**config.mk**
```make
export PLATFORM = sky130hd
export DESIGN_NAME = dse_exec
export DESIGN_NICKNAME = d
export VERILOG_FILES = /design/src/rtl/dse_file_mem.v /design/src/rtl/dse_erase_track.v /design/src/rtl/dse_exec.v
export VERILOG_INCLUDE_DIRS = /design/src /design/src/rtl
export SDC_FILE = /design/constraint.sdc
export NUM_CORES = 2
export LEC_CHECK = 0
export ABC_CLOCK_PERIOD_IN_PS = 33000
export BUFFER_PORTS_ARGS = -buffer_cell sky130_fd_sc_hd__buf_2
export CAP_MARGIN = 20
export CORE_ASPECT_RATIO = 0.9
export CORE_MARGIN = 2
export CORE_UTILIZATION = 50
export CTS_CLUSTER_SIZE = 14
export DETAILED_ROUTE_END_ITERATION = 10
export PLACE_DENSITY_LB_ADDON = 0.25
export SLEW_MARGIN = 40
export SYNTH_ARGS = -nofsm -noshare
export SYNTH_HDL_FRONTEND = slang
export SYNTH_HIERARCHICAL = 1
export SYNTH_SLANG_ARGS = --single-unit
```
**constraint.sdc**
```tcl
create_clock -name i_clk -period 33 [get_ports i_clk]
set_input_delay 6.6 -clock i_clk [delete_from_list [all_inputs] [get_ports i_clk]]
set_output_delay 6.6 -clock i_clk [all_outputs]
set_load 0.03 [all_outputs]
```
**src/rtl/dse_defines.vh**
```
// constants for the decrement-skip and flash erase execution block
`ifndef DSE_DEFINES_VH
`define DSE_DEFINES_VH
`define DSE_OP_DSNZ_MEM 7'h27
`define DSE_OP_DSNZ_ACC 7'h26
`define DSE_OP_DSZ_MEM 7'h17
`define DSE_OP_DSZ_ACC 7'h16
`define DSE_OP_ERASE 16'h0003
`define DSE_OP_HI 15
`define DSE_OP_LO 9
`define DSE_FR_HI 8
`define DSE_FR_LO 0
`define DSE_ERASE_ID 3'h5
`define DSE_BUSY_RST 1'b0
`define DSE_FLASH_BASE_HI 8'h00
`define DSE_FLASH_LAST_HI 8'hff
`endif

```
**src/rtl/dse_file_mem.v**
```verilog
// small data memory standing in for the file registers
`timescale 1ns/1ns
`default_nettype none
module dse_file_mem (
  // clock
  input wire i_clk,
  // port
  input wire [8:0] i_raddr,
  input wire i_we,
  input wire [8:0] i_waddr,
  input wire [7:0] i_wdata,
  output reg [7:0] o_rdata
);
  reg [7:0] mem_reg [0:511];
  always @(posedge i_clk) begin
    if (i_we) begin
      mem_reg[i_waddr] <= i_wdata;
    end
    o_rdata <= mem_reg[i_raddr];
  end
endmodule // dse_file_mem
`default_nettype wire

```
**src/rtl/dse_erase_track.v**
```verilog
// busy flag and erase launch for the program flash
`timescale 1ns/1ns
`default_nettype none
`include "dse_defines.vh"
module dse_erase_track (
  // clock and reset
  input wire i_clk,
  input wire i_rst_b,
  // requests
  input wire i_erase,
  input wire [7:0] i_addr_hi,
  input wire i_other_op,
  input wire i_flash_done,
  // results
  output reg o_erase_start,
  output reg [7:0] o_erase_block,
  output reg o_busy
);
  wire in_flash;
  assign in_flash = (i_addr_hi >= `DSE_FLASH_BASE_HI) &&
    (i_addr_hi <= `DSE_FLASH_LAST_HI);
  always @(posedge i_clk or negedge i_rst_b) begin
    if (!i_rst_b) begin
      o_erase_start <= 1'b0;
      o_erase_block <= 8'h00;
      o_busy <= `DSE_BUSY_RST;
    end else begin
      o_erase_start <= i_erase && in_flash;
      if (i_erase && in_flash) begin
        o_erase_block <= i_addr_hi;
      end
      // a new launch wins over a completion in the same cycle
      if ((i_erase && in_flash) || i_other_op) begin
        o_busy <= 1'b1;
      end else if (i_flash_done) begin
        o_busy <= 1'b0;
      end
    end
  end
endmodule // dse_erase_track
`default_nettype wire

```
**src/rtl/dse_exec.v**
```verilog
// execution of decrement-and-skip forms and the flash block erase
`timescale 1ns/1ns
`default_nettype none
`include "dse_defines.vh"
module dse_exec (
  // clock and reset
  input wire i_clk,
  input wire i_rst_b,
  // instruction issue
  input wire i_valid,
  input wire [15:0] i_instr,
  input wire i_fetch_from_flash,
  // flash side
  input wire [7:0] i_addr_hi,
  input wire i_other_flash_op,
  input wire i_flash_done,
  // data memory preload port
  input wire i_mem_we,
  input wire [8:0] i_mem_addr,
  input wire [7:0] i_mem_wdata,
  // results
  output reg [7:0] o_acc,
  output reg o_acc_we,
  output reg o_mem_we,
  output reg [8:0] o_mem_addr,
  output reg [7:0] o_mem_wdata,
  output reg o_annul,
  output reg o_retire,
  output reg o_stall,
  output reg o_status_we,
  output reg o_fetch_block,
  output wire o_erase_start,
  output wire [7:0] o_erase_block,
  output wire o_busy
);
  localparam ST_IDLE = 1'b0;
  localparam ST_EXEC = 1'b1;

  reg state_reg;
  reg [6:0] op_reg;
  reg [8:0] fr_reg;
  reg annul_reg;
  wire [6:0] op;
  wire is_dec;
  wire is_erase;
  wire [7:0] rdata;
  wire [7:0] dec_val;
  wire is_zero;
  wire skip;
  wire wb_mem;

  assign op = i_instr[`DSE_OP_HI:`DSE_OP_LO];
  assign is_dec = i_valid && !annul_reg && (op == `DSE_OP_DSNZ_MEM ||
    op == `DSE_OP_DSNZ_ACC || op == `DSE_OP_DSZ_MEM ||
    op == `DSE_OP_DSZ_ACC);
  // an annulled slot never reaches the erase launcher
  assign is_erase = i_valid && !annul_reg &&
    (i_instr == `DSE_OP_ERASE);
  assign dec_val = rdata - 8'h01;
  assign is_zero = (dec_val == 8'h00);
  assign skip = (op_reg == `DSE_OP_DSNZ_MEM ||
    op_reg == `DSE_OP_DSNZ_ACC) ? !is_zero : is_zero;
  assign wb_mem = (op_reg == `DSE_OP_DSNZ_MEM) ||
    (op_reg == `DSE_OP_DSZ_MEM);

  // operand is read one cycle after issue, so the op holds one stall cycle
  dse_file_mem u_mem (
    .i_clk(i_clk),
    .i_raddr(i_instr[`DSE_FR_HI:`DSE_FR_LO]),
    .i_we(i_mem_we || (state_reg == ST_EXEC && wb_mem)),
    .i_waddr(state_reg == ST_EXEC ? fr_reg : i_mem_addr),
    .i_wdata(state_reg == ST_EXEC ? dec_val : i_mem_wdata),
    .o_rdata(rdata)
  );

  dse_erase_track u_track (
    .i_clk(i_clk),
    .i_rst_b(i_rst_b),
    .i_erase(is_erase),
    .i_addr_hi(i_addr_hi),
    .i_other_op(i_other_flash_op),
    .i_flash_done(i_flash_done),
    .o_erase_start(o_erase_start),
    .o_erase_block(o_erase_block),
    .o_busy(o_busy)
  );

  always @(posedge i_clk or negedge i_rst_b) begin
    if (!i_rst_b) begin
      state_reg <= ST_IDLE;
      op_reg <= 7'h00;
      fr_reg <= 9'h000;
      annul_reg <= 1'b0;
      o_acc <= 8'h00;
      o_acc_we <= 1'b0;
      o_mem_we <= 1'b0;
      o_mem_addr <= 9'h000;
      o_mem_wdata <= 8'h00;
      o_annul <= 1'b0;
      o_retire <= 1'b0;
      o_stall <= 1'b0;
      o_status_we <= 1'b0;
      o_fetch_block <= 1'b0;
    end else begin
      o_acc_we <= 1'b0;
      o_mem_we <= 1'b0;
      o_retire <= 1'b0;
      o_annul <= 1'b0;
      o_status_we <= 1'b0;
      o_fetch_block <= o_busy && i_fetch_from_flash;
      case (state_reg)
        ST_IDLE: begin
          o_stall <= 1'b0;
          if (annul_reg && i_valid) begin
            annul_reg <= 1'b0;
            o_annul <= 1'b1;
          end else if (is_dec) begin
            op_reg <= op;
            fr_reg <= i_instr[`DSE_FR_HI:`DSE_FR_LO];
            o_stall <= 1'b1;
            state_reg <= ST_EXEC;
          end else if (is_erase) begin
            o_retire <= 1'b1;
          end
        end
        ST_EXEC: begin
          o_stall <= 1'b0;
          o_retire <= 1'b1;
          annul_reg <= skip;
          if (wb_mem) begin
            o_mem_we <= 1'b1;
            o_mem_addr <= fr_reg;
            o_mem_wdata <= dec_val;
          end else begin
            o_acc_we <= 1'b1;
            o_acc <= dec_val;
          end
          state_reg <= ST_IDLE;
        end
        default: begin
          state_reg <= ST_IDLE;
        end
      endcase
    end
  end
endmodule // dse_exec
`default_nettype wire

```
==> results.yml <==
critical_path:
  crit_path_start_kind: "input pin"
  crit_family: "buffers and inverters"
  reg2reg_from: "u_mem/o_rdata[0]"
  path_buf_inv: 7
  cp-end-kind: "flip-flop"
  r2r_setup_slack_ns: 28.12
  cp_max_fo: 71
  slowest_delay_ns: 0.66
  cp.arrival_ns: 12.05
  crit_top_cell: "buf_4"
  required_ns: 33.87
  crit_type: "input pin to flip-flop"
  crit_start: "i_instr[0]"
  crit_slowest_cell: "buf_4"
  crit_chain: "buf_12, buf_12, buf_16, buf_4, buf_4, buf_4, mux4_2, o22ai_1, a22oi_1, nand4_1, o21ai_0, buf_4, o2111a_1"
run_status:
  outcome: "finished, final reports clean"
synthesis:
  synth_area_leader_cell: "edfxtp_1"
  ys_ff_latch: 4162
  synth-seq-area-share_pct: 76.7
  ys_types: 67
  yosysMostFrequentCell: "edfxtp_1"
  syn_inst: 8236
  async_reset_ff_share_pct: 1.39
  synthTopCellsByCount: "4096 x edfxtp_1, 798 x mux2i_1, 654 x mux4_2, 613 x nor2_1, 371 x o221ai_1"
  synthTopCellsByArea: "edfxtp_1 76%, mux4_2 9.1%, mux2i_1 4.9%"
  synth_edf_count: 4096
  syn_nets: 8286
  ys.flop_type: "edfxtp_1"
  synth.avg_cell_area_um2: 19.7
  yosys.area.top_type_share_pct: 75.7
  syn-cell-area_um2: 163000
  ys.warnings.count: 6
cells_and_area:
  fin_nets: 8442
  multi_input_area_um2: 35800
  final_util_pct: 56.0
  drive_above_1_share_pct: 20.4
  largest_reg_flops: 4096
  areaGrowthSynthToFinish_pct: 11.4
  register_area_um2: 125000
  layout.cells.non_filler: 13027
  fillCellCount: 23907
clocking:
  cts-resized-gates: 0
  cts_root_buf: "clkbuf_16"
  cts_sinks: 4162
  clk_pin_slew_worst_paths_ns: 0.06
  cts_buffers: 405
  cts_setup_buffers: 0
  clockBufferDepth: 4
  hold_buffers: 0
  cts_tree: "done"
  cts_max_level: 5
  clock_latency_ns: 0.97
detailed_routing:
  wl_um: 427000
  vias_per_cell: 6.50
  vias: 84638
  route.detailed.drc: 0
  wl_per_cell_um: 32.8
  drtIter0Drc: 11435
  dr.pass1.iters: 6
  ant_nets: 0
timing:
  rsz0062_at_grt: "false"
  hold_ws_ns: 0.465
  timing.final.crit_share_pct: 33.9
  setup_viol: 0
  fin_setup_tns_ns: 0
  max_freq_mhz: 89.4
  fin_crit_ns: 11.18
  final.setup.worst_slack_ns: 21.82
  hold_violations: 0
  finClkSkew_ns: 0.0570
  finalMaxSlewViolations: 0
  slew_headroom_pct: 31.0
  worstMarginPinSlew_ns: 1.02
place:
  io_buffers: 88
  post-dp-hpwl_um: 254000
  dpl.cell_count: 12272
  place_ws_ns: 20.76
  place.gp.congestion: 0.884
worst_hold_path:
  hp-class: "flip-flop to flip-flop"
  holdCritStartpoint: "op_reg[1]"
grt:
  grt_pass1_vias: 82343
  grt_max_degree: 197
  overflow: 0
  antenna_found_initial: 15
  grt_first_pass_wirelength_um: 608000
  track_usage_pct: 25.7
job:
  cap_violations: 0
floorplanning:
  dieWidth_um: 605
  die_area_um2: 330000
  chipHeight_um: 545
  ioPinCount: 90
  initial_core_util_pct: 50.3
  rows: 198
  coreArea_um2: 323000
pwr:
  peakVddDrop_uv: 51.5
  p_leak_uw: 0.0573
  powerDensity_nw_per_um2: 60.1
## cell families after synthesis
family,share of synthesized area [%]
buf+inv,1.87
mux,14.3
fa+ha+maj,0.0154
simple gates,2.77
other cells,0.00231
flops,76.7
xor+xnor,0.0431
compound gates,4.33
## power by group
part / internal [uW] / switching [uW] / total (uW)
Sequential: 5830 / 19.3 / 5850
Clock: 2490 / 1950 / 4440
Combinational: 176 / 404 / 580
Total: 8500 / 2380 / 10900
## worst register-to-register path, cell delays in order, from the launching register on
cell and delay [ns]:
dfxtp_1 0.88, inv_1 0.23, ha_1 0.31, nand3_1 0.10
xor2_1 0.19, a21oi_4 0.53, buf_16 0.23, buf_4 0.43
buf_12 0.33, buf_6 0.57, buf_6 0.66
## metrics by stage
stage          instance area, um^2  power (uW)
6_report                    181000       10900
5_1_grt                     181000       11200
4_1_cts                     180000       10900
3_5_place_dp                168000        6530
3_3_place_gp                167000        6510
2_1_floorplan               163000        6380
## final cells by class
class	count	share of cell area, %
Sequential cell	4162	68.8
Multi-Input combinational cell	3542	19.8
Clock buffer	505	5.84
Tap cell	4300	2.97
Timing Repair Buffer	271	1.43
Clock inverter	229	1.12
Inverter	10	0.0263
Antenna cell	8	0.0111
## placed cells by master (no fill, tap or decap), types with 104 or more instances in the layout
cell type / count
nor3_1: 106
mux4_2: 654
o221ai_1: 371
o22ai_1: 163
nor2_1: 428
clkbuf_16: 406
a21oi_1: 201
mux2i_1: 798
nor2_2: 185
edfxtp_1: 4096
o21ai_0: 122
buf_4: 104
## final timing paths
path | endpoint | depth (start not counted)
max | u_mem/o_rdata[6] | 13
min | op_reg[1] | 1
max reg2reg | u_mem/mem_reg[80][6] | 10
min reg2reg | op_reg[1] | 1
max in group asynchronous | state_reg | 2
min in group asynchronous | o_retire | 1
## layer usage
metal	GRT usage [%]	wire, um	vias up
met5	0	55	-
met3	6.37	49100	591
met4	7.65	11400	8
met1	37.1	170000	44807
li1	-	-	34513
met2	38.9	197000	4719
Note: power is estimated with default switching activity, not from simulation.
